===== src/include/framer_ctl_params.svh =====
// offsets, field positions, reset values and timing counts of the framer bank
`ifndef FRAMER_CTL_PARAMS_SVH
`define FRAMER_CTL_PARAMS_SVH

// register indices; byte address is four times the index
`define IDX_DEVICE_CODE   4'h0
`define IDX_CONFIG_ONE    4'h1
`define IDX_CONFIG_TWO    4'h2
`define IDX_CONFIG_THREE  4'h3
`define IDX_RX_PIN_CFG    4'h4
`define IDX_LINE_PIN_CFG  4'h5
`define IDX_FRAMER_SUMMARY 4'h6
`define IDX_STATUS_LIVE   4'h8
`define IDX_STATUS_LATCH  4'h9
`define IDX_STATUS_IRQ_EN 4'ha

// first configuration register fields
`define F_SOFT_RESET    0
`define F_DISABLE       1
`define F_UNFRAMED_ONES 2
`define F_AUTO_DEFEAT   3
`define F_MANUAL_UPD    4
`define F_BINARY        5
`define F_ZERO_SUB_DIS  6
`define F_LOSS_SWITCH   7
// second configuration register fields
`define F_PAYLOAD_LB    0
`define F_LINE_LB       1
`define F_DIAG_LB       2
`define F_CONST_CLK     6
`define F_SEC_CLK_SEL   7
// third configuration register fields
`define F_ENABLE_INV    0
`define F_ENABLE_MODE   7
// receive pin configuration field
`define F_RXDATA_HIGH   4
// line pin configuration fields
`define F_TXCLK_INV     0
`define F_TXPOS_INV     1
`define F_TXNEG_INV     2
`define F_TXPOS_HIGH    3
`define F_TXNEG_HIGH    4
`define F_RXCLK_INV     5
`define F_RXPOS_INV     6
`define F_RXNEG_INV     7
// status fields
`define F_ONE_SEC       0
`define F_TXCLK_LOSS    6

// reset values and writable masks
`define RST_CONFIG_ONE   8'h04
`define RST_CONFIG_TWO   8'h00
`define RST_CONFIG_THREE 8'h00
`define RST_RX_PIN_CFG   8'h10
`define RST_LINE_PIN_CFG 8'h00
`define RST_IRQ_EN       8'h00
`define MASK_CONFIG_TWO  8'hc7

// timing
`define CLK_PERIOD_NS    8
`define UPDATE_WAIT_NS   100
`define UPDATE_WAIT_CYC  (`UPDATE_WAIT_NS / `CLK_PERIOD_NS)

`endif


===== src/include/framer_ctl_pkg.sv =====
// types shared by the framer control bank and its line selector
package framer_ctl_pkg;

  typedef struct packed {
    logic pos;
    logic neg;
  } rail_t;

  typedef struct packed {
    logic        cyc;
    logic        stb;
    logic        we;
    logic [7:0]  adr;
    logic [3:0]  sel;
    logic [31:0] dat;
  } wbReq_t;

  typedef enum logic [0:0] {
    BUS_IDLE = 1'b0,
    BUS_ACK  = 1'b1
  } busState_t;

endpackage


===== src/rtl/framer_common_control.sv =====
// per-framer common control and status bank on a Wishbone slave
`timescale 1ns/1ps
// Behaviour
// - soft reset returns every bank register but itself to default
// - soft reset bit OR external reset pin resets the framer
// - disable bit stops the framer clocks
// - soft reset while disabled re-enables the framer
// - unframed all ones sent while its bit is set and line loopback is off; set after reset
// - auto mode updates counters each second and latches the flag
// - manual mode updates on rise of manual bit OR update pin
// - manual bit ignored in auto mode; clear and set per update
// - binary bit picks dual rail or single rail with violations
// - substitution off when disabled bit set or binary mode
// - tx clock loss flagged; switch to rx clock and AIS if enabled
// - payload loopback: formatter on rx clock with received payload
// - line loopback drives tx line from rx line
// - diagnostic loopback feeds receiver from formatter pre-AIS tap
// - constant clock select overrides enable mode, keeps inversion
// - second timer counts rx clock at 0, tx input clock at 1
// - read-only device code at index zero
// - diagnostic loopback wins over payload loopback
// - data enable high in payload bit times, low in overhead
module framer_common_control #(
  parameter logic [7:0] DEVICE_CODE  = 8'h5a, // value is arbitrary
  parameter int         SECOND_TICKS = 44736000,
  parameter int         LOSS_CYCLES  = 64
) (
  input  wire logic                   clk,
  input  wire logic                   rst_n,
  input  wire framer_ctl_pkg::wbReq_t wbReq,
  output logic                        wbAck,
  output logic [31:0]                 wbDatOut,
  input  wire logic                   txInputClockPin,
  input  wire logic                   rxLineClockPin,
  input  wire framer_ctl_pkg::rail_t  rxLinePin,
  input  wire logic                   framerResetPin,
  input  wire logic                   countUpdateInPin,
  input  wire framer_ctl_pkg::rail_t  fmtLine,
  input  wire framer_ctl_pkg::rail_t  aisLine,
  input  wire logic                   payloadSlot,
  output framer_ctl_pkg::rail_t       txLine,
  output logic                        txLineClock,
  output framer_ctl_pkg::rail_t       rxFramerIn,
  output logic                        txEnableOrGappedClock,
  output logic                        framerReset,
  output logic                        framerClockEnable,
  output logic                        countUpdate,
  output logic                        binaryLineMode,
  output logic                        substEnable,
  output logic                        aisInsert,
  output logic                        txClockFromRx,
  output logic                        payloadFromRx,
  output logic                        rxDataForceHigh
);
  import framer_ctl_pkg::*;
  `include "framer_ctl_params.svh"

  localparam int SEC_W    = $clog2(SECOND_TICKS);
  localparam int LOSS_W   = $clog2(LOSS_CYCLES + 1);
  localparam int UPD_WAIT = `UPDATE_WAIT_CYC;

  // the second and loss counters need room for a real count
  if (SECOND_TICKS < 2 || LOSS_CYCLES < 4) begin : g_bad_counts
    $error("framer_common_control: counts too small");
  end

  // ************************************************************
  // pin synchronisers
  // ************************************************************
  localparam int NSYNC = 6;
  logic [NSYNC-1:0] pinRaw;
  logic [NSYNC-1:0] syncA;
  logic [NSYNC-1:0] syncB;
  logic [1:0]       clkHist;

  assign pinRaw = {countUpdateInPin, framerResetPin, rxLinePin.neg,
                   rxLinePin.pos, rxLineClockPin, txInputClockPin};

  genvar gi;
  generate
    for (gi = 0; gi < NSYNC; gi++) begin : g_sync
      always_ff @(posedge clk or negedge rst_n) begin
        if (!rst_n) begin
          syncA[gi] <= 1'b0;
          syncB[gi] <= 1'b0;
        end else begin
          syncA[gi] <= pinRaw[gi];
          syncB[gi] <= syncA[gi];
        end
      end
    end
  endgenerate

  always_ff @(posedge clk or negedge rst_n) begin
    if (!rst_n)
      clkHist <= 2'h0;
    else
      clkHist <= syncB[1:0];
  end

  wire txClkS = syncB[0];
  wire rxClkS = syncB[1];
  wire rstPinS = syncB[4];
  wire updPinS = syncB[5];
  wire txRise = txClkS & ~clkHist[0];
  wire rxRise = rxClkS & ~clkHist[1];
  wire txEdge = txClkS ^ clkHist[0];
  rail_t rxLineS;
  assign rxLineS.pos = syncB[2];
  assign rxLineS.neg = syncB[3];

  // ************************************************************
  // register bank and wishbone slave
  // ************************************************************
  logic [7:0] cfgOne;
  logic [7:0] cfgTwo;
  logic [7:0] cfgThree;
  logic [7:0] rxPinCfg;
  logic [7:0] linePinCfg;
  logic [7:0] statusLatched;
  logic [7:0] statusIrqEn;
  busState_t  busState;
  logic       lossFlag;
  logic       flagSetQ;

  wire       busReq  = wbReq.cyc & wbReq.stb & (busState == BUS_IDLE);
  wire [3:0] idx     = wbReq.adr[5:2];
  wire       inRange = (wbReq.adr[7:6] == 2'h0) & (wbReq.adr[1:0] == 2'h0);
  wire       wrEn    = busReq & wbReq.we & wbReq.sel[0] & inRange;
  wire [7:0] wrByte  = wbReq.dat[7:0];
  // soft reset bit OR pin
  wire       frameRst = cfgOne[`F_SOFT_RESET] | rstPinS;

  function automatic logic hit(input logic [3:0] i, input logic [3:0] r);
    hit = (i == r);
  endfunction

  wire wrOne   = wrEn & hit(idx, `IDX_CONFIG_ONE);
  wire wrTwo   = wrEn & hit(idx, `IDX_CONFIG_TWO);
  wire wrThree = wrEn & hit(idx, `IDX_CONFIG_THREE);
  wire wrRxPin = wrEn & hit(idx, `IDX_RX_PIN_CFG);
  wire wrLine  = wrEn & hit(idx, `IDX_LINE_PIN_CFG);
  wire wrLatch = wrEn & hit(idx, `IDX_STATUS_LATCH);
  wire wrIrqEn = wrEn & hit(idx, `IDX_STATUS_IRQ_EN);

  wire [7:0] statusLive = {1'b0, lossFlag, 6'h00};
  logic [7:0] rdByte;
  always_comb begin
    if (!inRange)
      rdByte = 8'h00;
    else if (hit(idx, `IDX_DEVICE_CODE))
      rdByte = DEVICE_CODE;
    else if (hit(idx, `IDX_CONFIG_ONE))
      rdByte = cfgOne;
    else if (hit(idx, `IDX_CONFIG_TWO))
      rdByte = cfgTwo & `MASK_CONFIG_TWO;
    else if (hit(idx, `IDX_CONFIG_THREE))
      rdByte = cfgThree;
    else if (hit(idx, `IDX_RX_PIN_CFG))
      rdByte = rxPinCfg;
    else if (hit(idx, `IDX_LINE_PIN_CFG))
      rdByte = linePinCfg;
    else if (hit(idx, `IDX_STATUS_LIVE))
      rdByte = statusLive;
    else if (hit(idx, `IDX_STATUS_LATCH))
      rdByte = statusLatched;
    else if (hit(idx, `IDX_STATUS_IRQ_EN))
      rdByte = statusIrqEn;
    else
      rdByte = 8'h00;
  end

  // one wait-free answer, then ack drops for a cycle
  always_ff @(posedge clk or negedge rst_n) begin
    if (!rst_n) begin
      busState <= BUS_IDLE;
      wbAck    <= 1'b0;
      wbDatOut <= 32'h0;
    end else begin
      busState <= busReq ? BUS_ACK : BUS_IDLE;
      wbAck    <= busReq;
      if (busReq)
        wbDatOut <= {24'h0, rdByte};
    end
  end

  // framer reset also re-enables a disabled framer; the soft bit stays
  // writable during it, else software could never release the reset
  always_ff @(posedge clk or negedge rst_n) begin
    if (!rst_n) begin
      cfgOne      <= `RST_CONFIG_ONE;
      cfgTwo      <= `RST_CONFIG_TWO;
      cfgThree    <= `RST_CONFIG_THREE;
      rxPinCfg    <= `RST_RX_PIN_CFG;
      linePinCfg  <= `RST_LINE_PIN_CFG;
      statusIrqEn <= `RST_IRQ_EN;
    end else if (frameRst) begin
      cfgOne[7:1] <= 7'(`RST_CONFIG_ONE >> 1);
      if (wrOne)
        cfgOne[`F_SOFT_RESET] <= wrByte[`F_SOFT_RESET];
      cfgTwo      <= `RST_CONFIG_TWO;
      cfgThree    <= `RST_CONFIG_THREE;
      rxPinCfg    <= `RST_RX_PIN_CFG;
      linePinCfg  <= `RST_LINE_PIN_CFG;
      statusIrqEn <= `RST_IRQ_EN;
    end else begin
      if (wrOne)
        cfgOne <= wrByte;
      if (wrTwo)
        cfgTwo <= wrByte & `MASK_CONFIG_TWO;
      if (wrThree)
        cfgThree <= wrByte;
      if (wrRxPin)
        rxPinCfg <= wrByte;
      if (wrLine)
        linePinCfg <= wrByte;
      if (wrIrqEn)
        statusIrqEn <= wrByte;
    end
  end

  // latched status: write one to clear, a new event wins over the clear
  wire [7:0] latchSet = {1'b0, lossFlag, 5'h00, flagSetQ};
  always_ff @(posedge clk or negedge rst_n) begin
    if (!rst_n)
      statusLatched <= 8'h00;
    else if (frameRst)
      statusLatched <= 8'h00;
    else
      statusLatched <= (statusLatched & ~(wrLatch ? wrByte : 8'h00))
                       | latchSet;
  end

  // ************************************************************
  // one-second timer, counter update and clock loss
  // ************************************************************
  wire        run     = ~cfgOne[`F_DISABLE];
  wire        secEdge = run & (cfgTwo[`F_SEC_CLK_SEL] ? txRise : rxRise);
  logic [SEC_W-1:0] secCount;
  logic [LOSS_W-1:0] lossCount;
  logic       trigQ;

  wire secTick = secEdge &
                 (secCount == SEC_W'(SECOND_TICKS - 1));
  wire autoTick = secTick & ~cfgOne[`F_AUTO_DEFEAT];
  // manual bit only counts in manual mode
  wire trig = (cfgOne[`F_MANUAL_UPD] | updPinS) &
              cfgOne[`F_AUTO_DEFEAT];
  wire manTick = run & trig & ~trigQ;

  always_ff @(posedge clk or negedge rst_n) begin
    if (!rst_n) begin
      secCount <= '0;
      trigQ    <= 1'b0;
    end else if (frameRst) begin
      secCount <= '0;
      trigQ    <= 1'b0;
    end else begin
      trigQ <= trig;
      if (secTick)
        secCount <= '0;
      else if (secEdge)
        secCount <= secCount + SEC_W'(1);
    end
  end

  // update leaves as one pulse; the flag follows a cycle later
  always_ff @(posedge clk or negedge rst_n) begin
    if (!rst_n) begin
      countUpdate <= 1'b0;
      flagSetQ    <= 1'b0;
    end else begin
      countUpdate <= autoTick | manTick;
      flagSetQ    <= autoTick;
    end
  end

  // loss is declared after LOSS_CYCLES + 1 system clocks without an edge
  always_ff @(posedge clk or negedge rst_n) begin
    if (!rst_n) begin
      lossCount <= '0;
      lossFlag  <= 1'b0;
    end else if (txEdge || !run) begin
      lossCount <= '0;
      lossFlag  <= 1'b0;
    end else if (lossCount == LOSS_W'(LOSS_CYCLES)) begin
      lossFlag  <= 1'b1;
    end else begin
      lossCount <= lossCount + LOSS_W'(1);
    end
  end

  // ************************************************************
  // line steering and registered outputs
  // ************************************************************
  wire switchToRx = lossFlag & cfgOne[`F_LOSS_SWITCH];
  wire plbActive  = cfgTwo[`F_PAYLOAD_LB] & ~cfgTwo[`F_DIAG_LB];
  wire txClkUse   = cfgTwo[`F_LINE_LB] | plbActive | switchToRx;
  wire txClkSel   = txClkUse ? rxClkS : txClkS;
  // constant clock wins over the enable mode; inversion still applies
  wire enMode = cfgThree[`F_ENABLE_MODE] ? (payloadSlot & txClkSel)
                                         : payloadSlot;
  wire enRaw  = cfgTwo[`F_CONST_CLK] ? txClkSel : enMode;
  logic  onesPhase;
  rail_t next_txLine;
  rail_t next_rxFramer;

  framer_line_mux u_line_mux (
    .rxLine        (rxLineS),
    .fmtLine       (fmtLine),
    .aisLine       (aisLine),
    .onesPhase     (onesPhase),
    .cfgOne        (cfgOne),
    .cfgTwo        (cfgTwo),
    .linePinCfg    (linePinCfg),
    .aisInsert     (switchToRx),
    .next_txLine   (next_txLine),
    .next_rxFramer (next_rxFramer)
  );

  always_ff @(posedge clk or negedge rst_n) begin
    if (!rst_n) begin
      onesPhase <= 1'b0;
      txLine    <= '0;
      rxFramerIn <= '0;
    end else if (run) begin
      if (txRise)
        onesPhase <= ~onesPhase;
      txLine     <= next_txLine;
      rxFramerIn <= next_rxFramer;
    end
  end

  always_ff @(posedge clk or negedge rst_n) begin
    if (!rst_n) begin
      txLineClock           <= 1'b0;
      txEnableOrGappedClock <= 1'b0;
      framerReset           <= 1'b0;
      framerClockEnable     <= 1'b0;
      binaryLineMode        <= 1'b0;
      substEnable           <= 1'b0;
      aisInsert             <= 1'b0;
      txClockFromRx         <= 1'b0;
      payloadFromRx         <= 1'b0;
      rxDataForceHigh       <= 1'b1;
    end else begin
      txLineClock           <= txClkSel ^ linePinCfg[`F_TXCLK_INV];
      txEnableOrGappedClock <= enRaw ^ cfgThree[`F_ENABLE_INV];
      framerReset           <= frameRst;
      framerClockEnable     <= run;
      binaryLineMode        <= cfgOne[`F_BINARY];
      substEnable           <= ~cfgOne[`F_BINARY] &
                               ~cfgOne[`F_ZERO_SUB_DIS];
      aisInsert             <= switchToRx;
      txClockFromRx         <= txClkUse;
      payloadFromRx         <= plbActive;
      rxDataForceHigh       <= rxPinCfg[`F_RXDATA_HIGH];
    end
  end

  // ************************************************************
  // assertions
  // ************************************************************
  a_soft_reset_defaults: assert property (
    @(posedge clk) disable iff (!rst_n)
    frameRst |=> ((cfgOne & 8'hfe) == (`RST_CONFIG_ONE & 8'hfe))
                 && cfgTwo == `RST_CONFIG_TWO && statusLatched == 8'h00)
    else $error("soft reset left a register off its default");

  a_reset_or_pin: assert property (
    @(posedge clk) disable iff (!rst_n)
    (rstPinS || cfgOne[`F_SOFT_RESET]) |=> framerReset)
    else $error("framer reset output missed a reset source");

  a_disable_stops: assert property (
    @(posedge clk) disable iff (!rst_n)
    cfgOne[`F_DISABLE] |=> !framerClockEnable && !countUpdate)
    else $error("disabled framer still clocked");

  a_reset_reenables: assert property (
    @(posedge clk) disable iff (!rst_n)
    (cfgOne[`F_DISABLE] && frameRst) |=> !cfgOne[`F_DISABLE])
    else $error("soft reset did not re-enable framer");

  a_unframed_ones: assert property (
    @(posedge clk) disable iff (!rst_n)
    (cfgOne[`F_UNFRAMED_ONES] && cfgOne[`F_BINARY] && run
     && !cfgTwo[`F_LINE_LB] && linePinCfg == 8'h00) |=> txLine.pos)
    else $error("all ones not on the binary output");

  a_auto_update: assert property (
    @(posedge clk) disable iff (!rst_n)
    (autoTick && !frameRst) |=> countUpdate ##1 statusLatched[`F_ONE_SEC])
    else $error("one-second update or flag missing");

  a_manual_update: assert property (
    @(posedge clk) disable iff (!rst_n)
    (cfgOne[`F_AUTO_DEFEAT] && run && !frameRst && $rose(updPinS)
     && !cfgOne[`F_MANUAL_UPD] && !$past(cfgOne[`F_MANUAL_UPD]))
    |-> ##[1:UPD_WAIT] countUpdate)
    else $error("manual update pulse missing");

  a_manual_ignored: assert property (
    @(posedge clk) disable iff (!rst_n)
    (countUpdate && !$past(cfgOne[`F_AUTO_DEFEAT])) |-> $past(secTick))
    else $error("update outside the second boundary in auto mode");

  a_binary_no_subst: assert property (
    @(posedge clk) disable iff (!rst_n)
    cfgOne[`F_BINARY] |=> !substEnable)
    else $error("substitution enabled in binary mode");

  a_loss_switch: assert property (
    @(posedge clk) disable iff (!rst_n)
    (lossFlag && cfgOne[`F_LOSS_SWITCH]) |=> aisInsert && txClockFromRx)
    else $error("clock loss did not switch to receive clock");

  a_diag_priority: assert property (
    @(posedge clk) disable iff (!rst_n)
    (cfgTwo[`F_PAYLOAD_LB] && cfgTwo[`F_DIAG_LB]) |=> !payloadFromRx)
    else $error("payload loopback active under diagnostic loopback");

  a_unused_zero: assert property (
    @(posedge clk) disable iff (!rst_n)
    (busReq && !wbReq.we && inRange && hit(idx, `IDX_CONFIG_TWO))
    |=> wbAck && wbDatOut[5:3] == 3'h0)
    else $error("unused configuration bits read non-zero");
endmodule


===== src/rtl/framer_line_mux.sv =====
// line data steering: loopbacks, all-ones and AIS insertion, pin polarity
`timescale 1ns/1ps
module framer_line_mux (
  input  wire framer_ctl_pkg::rail_t rxLine,
  input  wire framer_ctl_pkg::rail_t fmtLine,
  input  wire framer_ctl_pkg::rail_t aisLine,
  input  wire logic                  onesPhase,
  input  wire logic [7:0]            cfgOne,
  input  wire logic [7:0]            cfgTwo,
  input  wire logic [7:0]            linePinCfg,
  input  wire logic                  aisInsert,
  output framer_ctl_pkg::rail_t      next_txLine,
  output framer_ctl_pkg::rail_t      next_rxFramer
);
  import framer_ctl_pkg::*;
  `include "framer_ctl_params.svh"

  rail_t onesLine;
  rail_t rxPol;
  rail_t txSel;

  // binary mode carries all ones on one wire; dual rail alternates marks
  assign onesLine.pos = cfgOne[`F_BINARY] ? 1'b1 : onesPhase;
  assign onesLine.neg = cfgOne[`F_BINARY] ? 1'b0 : ~onesPhase;

  assign rxPol.pos = rxLine.pos ^ linePinCfg[`F_RXPOS_INV];
  assign rxPol.neg = rxLine.neg ^ linePinCfg[`F_RXNEG_INV];

  // line loopback overrides everything the formatter produces
  assign txSel = cfgTwo[`F_LINE_LB]       ? rxPol :
                 cfgOne[`F_UNFRAMED_ONES] ? onesLine :
                 aisInsert                ? aisLine :
                                            fmtLine;

  // force high ahead of inversion so both together force low
  assign next_txLine.pos = (txSel.pos | linePinCfg[`F_TXPOS_HIGH])
                           ^ linePinCfg[`F_TXPOS_INV];
  assign next_txLine.neg = (txSel.neg | linePinCfg[`F_TXNEG_HIGH])
                           ^ linePinCfg[`F_TXNEG_INV];

  // diagnostic tap sits before AIS, all ones, force-high and inversion
  assign next_rxFramer = cfgTwo[`F_DIAG_LB] ? fmtLine : rxPol;
endmodule


===== config.mk =====
export PLATFORM = sky130hd
export DESIGN_NAME = framer_common_control
export DESIGN_NICKNAME = d
export VERILOG_FILES = /design/src/include/framer_ctl_pkg.sv /design/src/rtl/framer_common_control.sv /design/src/rtl/framer_line_mux.sv
export VERILOG_INCLUDE_DIRS = /design/src /design/src/include
export SDC_FILE = /design/constraint.sdc
export NUM_CORES = 1
export LEC_CHECK = 0
export ABC_AREA = 1
export BUFFER_PORTS_ARGS = -buffer_cell sky130_fd_sc_hd__buf_2
export CORE_ASPECT_RATIO = 1.5
export CORE_UTILIZATION = 55
export CTS_CLUSTER_SIZE = 8
export DETAILED_ROUTE_END_ITERATION = 16
export PLACE_DENSITY_LB_ADDON = 0.25
export SETUP_SLACK_MARGIN = 0.3
export SLEW_MARGIN = 15
export SYNTH_ARGS = -nofsm -noshare
export SYNTH_HDL_FRONTEND = slang
export SYNTH_HIERARCHICAL = 1
export SYNTH_SLANG_ARGS = --single-unit

===== constraint.sdc =====
create_clock -name clk -period 3.24 [get_ports clk]
set_clock_uncertainty 0.15 [all_clocks]
set_input_delay 0.162 -clock clk [delete_from_list [all_inputs] [get_ports clk]]
set_output_delay 0.162 -clock clk [all_outputs]
set_load 0.005 [all_outputs]

==> Yosys cells after proc, flatten, opt, wreduce, memory -nomap -nowiden <==
Index checks and enable logic that the tools add are counted.
{ "op_classes": {"bitwise_logic": 52, "reduce_logical": 13, "n_mux": 44, "addsub": 2, "eq_ne": 11} }
{ "ops": {"columns": ["op", "n"], "rows": [
  ["$mux W8", 24],
  ["$mux W26", 3],
  ["$add A26 B1 Y26 const B", 1],
  ["$eq A26 B26 Y1 const B", 1],
  ["$and A1 B1 Y1", 25],
  ["$mux W7", 2],
  ["$reduce_bool A2 Y1", 7],
  ["$eq A4 B4 Y1 const B", 3],
  ["$mux W1", 11],
  ["$not A1 Y1", 10],
  ["$and A8 B8 Y8", 1],
  ["$eq A4 B2 Y1 const B", 2],
  ["$eq A4 B3 Y1 const B", 2],
  ["$mux W2", 4],
  ["$not A8 Y8", 1],
  ["$or A8 B7 Y8", 1],
  ["$add A7 B1 Y7 const B", 1],
  ["$eq A7 B7 Y1 const B", 1],
  ["$or A1 B1 Y1", 7],
  ["$xor A1 B1 Y1", 7],
  ["$eq A4 B1 Y1 const B", 1],
  ["$logic_not A2 Y1", 2],
  ["$logic_not A4 Y1", 1],
  ["$reduce_bool A3 Y1", 1],
  ["other kinds (3)", 3]
]} }
{ "totals": {"out_inout_bits": 48, "wordCells": 167, "ff_bits": 132} }

==> Longest topological paths before layout <==
Gate-level depths: netlist of the first run.
{ "depth": {"depth_word": 11, "ltp_mapped": 12, "mapped_depth_nobuf": 12} }

==> By module <==
Netlist of the first run, hierarchy kept.
{ "modules_own_cells": {"columns": ["mod", "cells_each", "instances", "area_each_um2"], "rows": [
  ["framer_common_control", 810, 1, 6422.4],
  ["framer_line_mux", 46, 1, 202.7]
]} }

==> Worst setup path before layout of the first run <==
OpenSTA, ideal clock, no wires.
{ "synth_timing": {"path_kind": "register to register", "startpoint": "register secCount[0]", "endpoint": "register secCount[5]", "required_ns": 3.004, "path_stages_with_launch": 11, "path_slack_ns": 1.589, "arrival_ns": 1.415, "setup_time_ns": 0.086, "n_path_buf": 0, "period_less_slack_ns": 1.651, "path_cell_list": "dfrtp_1 -> ha_1 -> nand3_1 -> inv_1 -> nand2_1 -> inv_1 -> nand2_1 -> nor2_1 -> nor2_2 -> inv_2 -> nor3_1"} }
{ "synth_via": {"elab_chain_cells": 4} }
{ "synth_rtl": {"columns": ["item", "line", "text"], "rows": [
  ["start: declaration", "framer_common_control.sv:239", "logic [SEC_W-1:0] secCount;"],
  ["start signal: assignment", "framer_common_control.sv:263", "secCount <= secCount + SEC_W'(1);"],
  ["$add A26 B1 Y26 or $eq A26 B26 Y1 (tied branches)", "framer_common_control.sv:263, framer_common_control.sv:244", null],
  ["$mux W26 or $and A1 B1 Y1 (tied branches)", "framer_common_control.sv:262, framer_common_control.sv:243", null],
  ["$mux W26", "framer_common_control.sv:260", "if (secTick)"],
  ["$mux W26", "framer_common_control.sv:255", "end else if (frameRst) begin"]
]} }
Parallel ways exist; a longest one is shown, timed or not. The select of a mux whose other input is x is not followed.
A chain may end at the register's enable or synchronous reset.

==> Worst setup path after layout of the first run <==
{ "layout_timing": {"startpoint": "register clkHist[0]", "endpoint": "register secCount[11]"} }
{ "layout_via": {"elab_chain_cells": 7} }
{ "layout_rtl": {"columns": ["item", "line", "text"], "rows": [
  ["start: declaration", "framer_common_control.sv:74", "logic [1:0] clkHist;"],
  ["start signal: assignment", "framer_common_control.sv:98", "clkHist <= syncB[1:0];"],
  ["$not A1 Y1 (*)", "framer_common_control.sv:105", "wire txRise = txClkS & ~clkHist[0];"],
  ["$and A1 B1 Y1 (*)", "framer_common_control.sv:105", null],
  ["$mux W1 (*)", "framer_common_control.sv:238", "wire secEdge = run & (cfgTwo[`F_SEC_CLK_SEL] ? txRise : rxRise);"],
  ["$and A1 B1 Y1 (*)", "framer_common_control.sv:238", null],
  ["$and A1 B1 Y1", "framer_common_control.sv:243", "wire secTick = secEdge &"],
  ["$mux W26", "framer_common_control.sv:260", null],
  ["$mux W26", "framer_common_control.sv:255", null]
]} }
Every way passes the cells marked *; elsewhere a longest branch is shown, timed or not.

==> summary.md, run 1 <==
| Metric | Value |
|---|---|
| DIE HEIGHT | 136 um |
| Slew Limit Headroom | about half |
| Final setup viols | 0 |
| First drt pass iteration count | 5 |
| Post-CTS Resized | 0 |
| PortBufs | 56 |
| Crit path time final | 2.21 ns |
| Chip Width | 91.6 um |
| CTS hold repair buffers | 20 |
| Placer's final routability congestion estimate | between 0.9 and 1 |
| WL/cell | 14.9 um |
| Total GRT Usage | 27.8% |
| DRC viols | 0 |
| Area of the die | 12500 um2 |
| Number of instances in the placed design | 1057 |
| Clock network fraction of total power | 47.8% |
| Hold Path Class | in2reg |
| Largest net degree at the start of global routing | 59 |
| DRT antenna net count | 0 |
| Post CTS Setup Buffer Count | 0 |
| Avg Inst Size Synth | 7.74 um2 |
| CP Launch Point | clkHist[0]$_DFF_PN0_ |
| CTS Root Cell | clkbuf_16 |
| NumNets Final | between 1000 and 1500 |
| Core region area | about 12000 um2 |
| Grt ovf | 0 |
| FF-to-FF Start | clkHist[0]$_DFF_PN0_ |
| Sw Ratio | about 26% |
| Hpwl dp | around 12000 um |
| VDD IR max | between 0.3 and 0.4 mV |
| RSZ-0062 raised after global routing | false |
| CTS clk-pin slew, worst paths | 0.06 ns |
| Final non-filler cell total | 1109 |
| Setup TNS | 0 ns |
| Pwr Total | 0.00377 W |
| Slew Limit Fails | 0 |
| DR iter-0 viols | around 380 |
| Worst-margin pin slew | 0.759 ns |
| Yosys warnings | 6 |
| Row cnt | 48 |
| Hold Fails Final Rpt | 0 |
| Cell variety after synth | 42 |
| Critical Path Sink Type | flop |
| Synth async-reset ratio | 100% |
| HP Start | wbReq[43] |
| Vias after detailed routing | 5842 |
| Initial Util | 57.2% |
| Final period util | 68.2% |
| Worst Setup Path Type | reg2reg |
| Lkg Pwr | 3.91 nW |
| Sequential cell area fraction in the yosys report | between 40 and 50% |
| Diode count | 0 |
| Outcome | finished clean |
| Routed WL | 16500 um |
| Sink Count | 128 |
| Flop and latch count out of synthesis | 128 |
| Pwr Density | 486 nW/um2 |
| Htree depth | 4 |
| Worst EP required | 3.41 ns |
| First-pass GRT wire length | 26300 um |
| Crit start category | flop |
| Later-pin clock latency in the skew report | 0.42 ns |
| # IOs | roughly 110 |
| CP Max Fanout | 24 |
| Number of max-cap violations | 0 |
| Synthesized cell area | 6630 um2 |
| Clock buffer depth | 2 |
| Pint | 0.00281 W |
| DR vias/cell | 5.27 |
| Gate power share | 7.9% |
| Net Sw Power | 0.000968 W |
| Post-synth EDFFs | 0 |
| CTS buffer count | 17 |
| Vias in the first global route | 5601 |
| TritonCTS clock tree | yes |
| Syn Inst Count | 856 |
| Reg power frac | about 44% |
| Area Growth Syn to Fin | 17.3% |
| Synth Flop Type | dfrtp_1 |
| Share of cells above drive strength 1 | 16.3% |
| Peak Freq | 0.453 GHz |
| Initial antenna violation count | 0 |
| Arrival time at the worst endpoint | 2.38 ns |
-- path summary, 6_finish.rpt --
kind / slack [ns] / to / depth (start not counted)
min in group asynchronous: 0.19 / binaryLineMode$_DFF_PN0_ / 2
max in group asynchronous: 1.95 / rxDataForceHigh$_DFF_PN1_ / 3
min: 0.006 / wbDatOut[4]$_DFFE_PN0N_ / 6
max reg2reg: 1.03 / secCount[11]$_DFFE_PN0P_ / 11
max: 1.03 / secCount[11]$_DFFE_PN0P_ / 11
min reg2reg: 0.20 / txClkS$_DFF_PN0_ / 0
-- flip-flops by register name (all words and copies together) (netlist names), 2 cells and up --
| name | cells |
|---|---|
| rxFramerIn | 2 |
| statusIrqEn | 8 |
| wbDatOut | 8 |
| cfgTwo | 5 |
| cfgOne | 8 |
| statusLatched | 8 |
| syncA | 6 |
| cfgThree | 8 |
| lossCount | 7 |
| linePinCfg | 8 |
| rxPinCfg | 8 |
| txLine | 2 |
| rxLineS | 2 |
| clkHist | 2 |
| secCount | 26 |
-- critical path, cell delays in order (launching register included) --
cell and delay (ns):
dfrtp_1 0.37, inv_1 0.06, ha_1 0.18, nor2_1 0.05
nor2_1 0.13, nand2_2 0.12, nand2_2 0.37, nand3_1 0.16
nor2_1 0.25, inv_1 0.09, o21ai_1 0.12, nor2_1 0.05
-- final cells by class --
| class | count | area, um2 |
|---|---|---|
| Tap cell | 150 | 188 |
| Timing Repair Buffer | 81 | 533 |
| Multi-Input combinational cell | 607 | 2860 |
| Clock buffer | 17 | 425 |
| Clock inverter | 15 | 135 |
| Inverter | 111 | 425 |
| Sequential cell | 128 | 3210 |
| Fill cell | 1004 | 3820 |
-- placed cells by master, fill, tap and decap left out, drive strengths merged, types with 16 or more instances in the layout --
cell type,instances
o21ai,56
clkbuf,17
buf,61
nor2,90
nor3,16
nand3,74
nand4,16
conb,24
nand2,273
a21oi,32
dfrtp,125
inv,111
dlygate4sd3,20
-- synthesized netlist by cell type, types with 3 or more instances --
cell	n	share of area, %
a21oi_1	32	2.4
o21ai_0	45	3.4
nor3_2	3	0.45
dfrtp_1	125	47
dfstp_2	3	1.2
inv_1	91	5.2
buf_2	3	0.23
nand2_4	3	0.51
clkbuf_1	3	0.17
nand3_1	72	5.4
nor3_1	11	0.83
nand4_1	16	1.5
nand2_1	259	15
clkinv_2	3	0.23
nand2_2	11	1.0
nor2_4	7	1.2
nor2_2	10	0.94
nor2_1	73	4.1
o21ai_1	9	0.68
buf_4	25	2.8
xor2_1	9	1.2
ha_1	4	0.76
inv_2	15	0.85
-- routing by layer --
layer  part of all wire (%)  track usage (%)
met1                     37             29.4
met2                     53             50.3
met3                    4.7             4.98
met4                    4.8             18.0
met5                      0                0
-- logic make-up after synthesis --
group	count (synthesis)	share of synthesized area, %
AO/OA/AOI/OAI	94	7.46
XOR/XNOR	11	1.45
adder cells (fa/ha/maj)	4	0.755
buffers and inverters	144	9.76
flip-flops	128	48.4
other	1	0.0566
AND/OR/NAND/NOR	474	32.1
-- power by group through the flow --
| stage | registers (W) | clock network [W] | logic [W] |
|---|---|---|---|
| 2_1_floorplan | 0.00170 | 0 | 0.000178 |
| 3_3_place_gp | 0.00170 | 0 | 0.000273 |
| 3_5_place_dp | 0.00170 | 0 | 0.000279 |
| 4_1_cts | 0.00167 | 0.00182 | 0.000300 |
| 5_1_grt | 0.00168 | 0.00189 | 0.000333 |
| 6_report | 0.00167 | 0.00180 | 0.000299 |
-- metrics by stage --
| step | hold WS (ns) | cell area (um2) | worst slack (ns) | util [%] |
|---|---|---|---|---|
| 3_5_place_dp | 0.122 | 7010 | 1.09 | 60.5 |
| 5_1_grt | 0.0352 | 7770 | 0.816 | 67.0 |
| 2_1_floorplan | -0.284 | 6710 | 1.59 | - |
| 3_3_place_gp | 0.120 | 7010 | 1.14 | 60.5 |
| 6_report | 0.00577 | 7770 | 1.03 | 67.0 |
| 4_1_cts | 0.00225 | 7770 | 1.05 | 67.0 |
Note: power is estimated with default switching activity, not from simulation.
==> run 2: changes to the inputs <==
--- a/config.mk
+++ b/config.mk
@@ -6,10 +6,10 @@
 export SDC_FILE = /design/constraint.sdc
 export NUM_CORES = 1
 export LEC_CHECK = 0
-export ABC_AREA = 1
+export ABC_AREA = 0
 export BUFFER_PORTS_ARGS = -buffer_cell sky130_fd_sc_hd__buf_2
 export CORE_ASPECT_RATIO = 1.5
-export CORE_UTILIZATION = 55
+export CORE_UTILIZATION = 51
 export CTS_CLUSTER_SIZE = 8
 export DETAILED_ROUTE_END_ITERATION = 16
 export PLACE_DENSITY_LB_ADDON = 0.25
==> constraint.sdc (replaced) <==
create_clock -name clk -period 1.9 [get_ports clk]
set_clock_uncertainty 0.15 [all_clocks]
set_input_delay 0.095 -clock clk [delete_from_list [all_inputs] [get_ports clk]]
set_output_delay 0.095 -clock clk [all_outputs]
set_load 0.005 [all_outputs]
==> summary.md, run 2 <==
| Metric | Value |
|---|---|
| DIE HEIGHT | 137 um (was 136 um) |
| PortBufs | 56 (unchanged) |
| Htree depth | 4 (unchanged) |
| RSZ-0062 raised after global routing | true (was false) |
| Dpl ws | -0.296 ns (was 1.09 ns) |
| Number of instances in the placed design | 858 (was 1057) |
| Critical Path Sink Type | flop (unchanged) |
| Final setup viols | 37 (was 0) |
| Top cells by area, synth | dfrtp_1, mux2i_1, nor2_1 (was dfrtp_1, nand2_1, nand3_1) |
| Vias after detailed routing | 5275 (was 5842) |
| Critical-path cell with the highest stage delay | or4b_4 (was dfrtp_1) |
| DR vias/cell | 5.73 (was 5.27) |
| CP peak stage delay | 0.57 ns (was 0.37 ns) |
| Crit path top cell by count | nand3_2 (was nor2_1) |
| FILL cells | 794 (was 1004) |
| VDD IR max | 0.657 mV (was 0.370 mV) |
| Area Growth Syn to Fin | 36.4% (was 17.3%) |
| Hold slack | 0.0338 ns (was 0.00577 ns) |
| Largest net degree at the start of global routing | 51 (was 59) |
| CP Max Fanout | 4 (was 24) |
| Sink Count | 128 (unchanged) |
| Post-synth EDFFs | 0 (unchanged) |
| Failing checks | negative setup slack |
| Hpwl dp | 11700 um (was 11900 um) |
| Arrival time at the worst endpoint | 2.33 ns (was 2.38 ns) |
| Hold Fails Final Rpt | 0 (unchanged) |
| DR iter-0 viols | 383 (was 376) |
| Worst Setup Path Type | reg2reg (unchanged) |
| Sequential cell area fraction in the yosys report | 51.8% (was 48.4%) |
| Share of cells above drive strength 1 | 34.2% (was 16.3%) |
| Row cnt | 48 (unchanged) |
| Outcome | complete, but fails checks (was finished clean) |
| Hold Path Class | in2reg (unchanged) |
| Synth Flop Type | dfrtp_1 (unchanged) |
| Final period util | 115% (was 68.2%) |
| CTS Root Cell | clkbuf_16 (unchanged) |
| Biggest register | secCount (unchanged) |
| Initial antenna violation count | 0 (unchanged) |
| Crit path time final | 2.18 ns (was 2.21 ns) |
| Pwr Density | 816 nW/um2 (was 486 nW/um2) |
| Clock buffer depth | 2 (unchanged) |
| Yosys warnings | 6 (unchanged) |
| Most frequent cell after synthesis | dfrtp_1 (was nand2_1) |
| Total GRT Usage | 28.7% (was 27.8%) |
| Vias in the first global route | 5394 (was 5601) |
| Placer's final routability congestion estimate | 0.929 (was 0.932) |
| DRT antenna net count | 0 (unchanged) |
| Cell Chain, Critical Path | or4b_4, buf_6, nand3_2, nand3_2, buf_4, o21ai_0, a21oi_2 (was inv_1, ha_1, nor2_1, nor2_1, nand2_2, nand2_2, nand3_1, nor2_1, inv_1, o21ai_1, nor2_1) |
| Slew Limit Fails | 0 (unchanged) |
| Initial Util | 53.2% (was 57.2%) |
| Synthesized cell area | 6190 um2 (was 6630 um2) |
| Synth async-reset ratio | 100% (unchanged) |
| Diode count | 0 (unchanged) |
| Cell variety after synth | 69 (was 42) |
| Peak Freq | 0.458 GHz (was 0.453 GHz) |
| Later-pin clock latency in the skew report | 0.42 ns (about the same) |
| Lkg Pwr | 4.16 nW (was 3.91 nW) |
| Syn Inst Count | 597 (was 856) |
| CTS buffer count | 17 (unchanged) |
| Synth top cells by count | dfrtp_1, nor2_1, mux2i_1 (was nand2_1, dfrtp_1, inv_1) |
| Most common cell after layout, fill and taps aside | dfrtp_1 (was nand2_1) |
| Grt ovf | 0 (unchanged) |
| CTS clk-pin slew, worst paths | 0.06 ns (about the same) |
| Number of flip-flops under the largest register name | 26 (unchanged) |
| Pwr Total | 0.00689 W (was 0.00377 W) |
| Post-synth top area share | 50.5% (was 47.2%) |
| Worst EP required | 2.05 ns (was 3.41 ns) |
| DRC viols | 0 (unchanged) |
| Number of max-cap violations | 0 (unchanged) |
| First-pass GRT wire length | 27200 um (was 26300 um) |
| Flop and latch count out of synthesis | 128 (unchanged) |
| TritonCTS clock tree | yes (unchanged) |
| Chip Width | 92.0 um (was 91.6 um) |
| WL/cell | 18.8 um (was 14.9 um) |
| Core region area | 11700 um2 (was 11600 um2) |
| Avg Inst Size Synth | 10.4 um2 (was 7.74 um2) |
| Final non-filler cell total | 921 (was 1109) |
| Routed WL | 17300 um (was 16500 um) |
| # IOs | 108 (unchanged) |
| Setup TNS | -4.10 ns (was 0 ns) |
| Min setup slack post-route | -0.283 ns (was 1.03 ns) |
| Yosys top cell by area | dfrtp_1 (unchanged) |
| Worst-margin pin slew | 0.542 ns (was 0.759 ns) |
| NumNets Final | 822 (was 1010) |
| Reg2Reg Setup Slack | -0.28 ns (was 1.03 ns) |
| Area of the die | 12600 um2 (was 12500 um2) |
| Commonest cells after routing, fill and taps aside | dfrtp_1, nor2_1, buf_4, buf_2, mux2i_1 (was nand2_1, dfrtp_1, inv_1, nor2_1, nand3_1) |
| First drt pass iteration count | 5 (unchanged) |
| Crit start category | flop (unchanged) |
| Slew Limit Headroom | 63.8% (was 49.4%) |
run 2: cell count changes after synthesis, sizes merged, moves of 11 or more:
cell    delta
inv       -88
clkbuf    +15
a21oi     -11
o21ai     -44
nand2    -236
mux2i     +51
nand3     -53
run 2: logic make-up (layout without fill, tap and decap cells):
family	after synthesis	after routing	synth area share, %
AOI/OAI and AO/OA	88	88	10.0
xor gates and xnor gates	30	30	4.24
adders and majority gates	4	4	0.808
buffers and inverters	69	220	6.00
DFF	128	128	51.8
muxes	59	59	9.76
other	1	24	0.0605
and+or+nand+nor	218	218	17.3
run 2: worst max-delay path: cells and delay by family, from the launching register on:
kind	cells	cell delay, ns
flops	1	0.39
compound gates	2	0.40
simple gates	3	0.79
buf+inv	2	0.34
run 2: metal layers:
layer | global-route usage (%) | vias up | share of wire (%)
met5 | 0 | - | 0
met4 | 13.2 | 0 | 4.3
met3 | 6.67 | 58 | 4.3
met2 | 52.0 | 213 | 54
met1 | 31.8 | 2632 | 38
li1 | - | 2372 | -
run 2: layout make-up:
class                   count  area [um2]  share of cell area, %
flip-flops and latches    128        3210                   37.9
repair buffers            170        1290                   15.3
well taps                 150         188                   2.22
clock inverters            13         179                   2.12
clock buffers              19         443                   5.24
inverters                  18        67.6                  0.800
multi-input cells         423        3070                   36.3
run 2: worst paths after layout:
kind,startpoint,end,depth (start not counted)
min in group asynchronous,rst_n,rxPinCfg[6]$_DFFE_PN0P_,3
max in group asynchronous,rst_n,wbDatOut[5]$_DFFE_PN0N_,3
worst max-delay path,cfgTwo[7]$_DFFE_PN0P_,secCount[25]$_DFFE_PN0P_,7
worst min-delay path,wbReq[40],wbDatOut[1]$_DFFE_PN0N_,4
worst max register to register,cfgTwo[7]$_DFFE_PN0P_,secCount[25]$_DFFE_PN0P_,7
worst min register to register,syncA[1]$_DFF_PN0_,rxClkS$_DFF_PN0_,0
run 2: report_power, final:
part           switching, W  internal, W  total [W]
sequential        0.0000477      0.00280    0.00284
clock               0.00129      0.00213    0.00342
combinational      0.000358     0.000271   0.000630
run 2: timing repair:
item | in CTS | in global routing
hold buffers | 19 | 0
gates cloned | 1 | 0
setup buffers | 6 | 5
endpoints found under the hold margin | 190 | 0
resized for setup | 35 | 49
pin swaps | 23 | 31
endpoints found under the setup margin | 85 | 92
run 2: metrics by stage:
step / util, % / area, um2
final: 72.5 / 8450
after global routing: 72.5 / 8450
after CTS: 70.4 / 8200
after detailed placement: 61.7 / 7180
after global placement: 61.7 / 7180
after floorplan: - / 6390
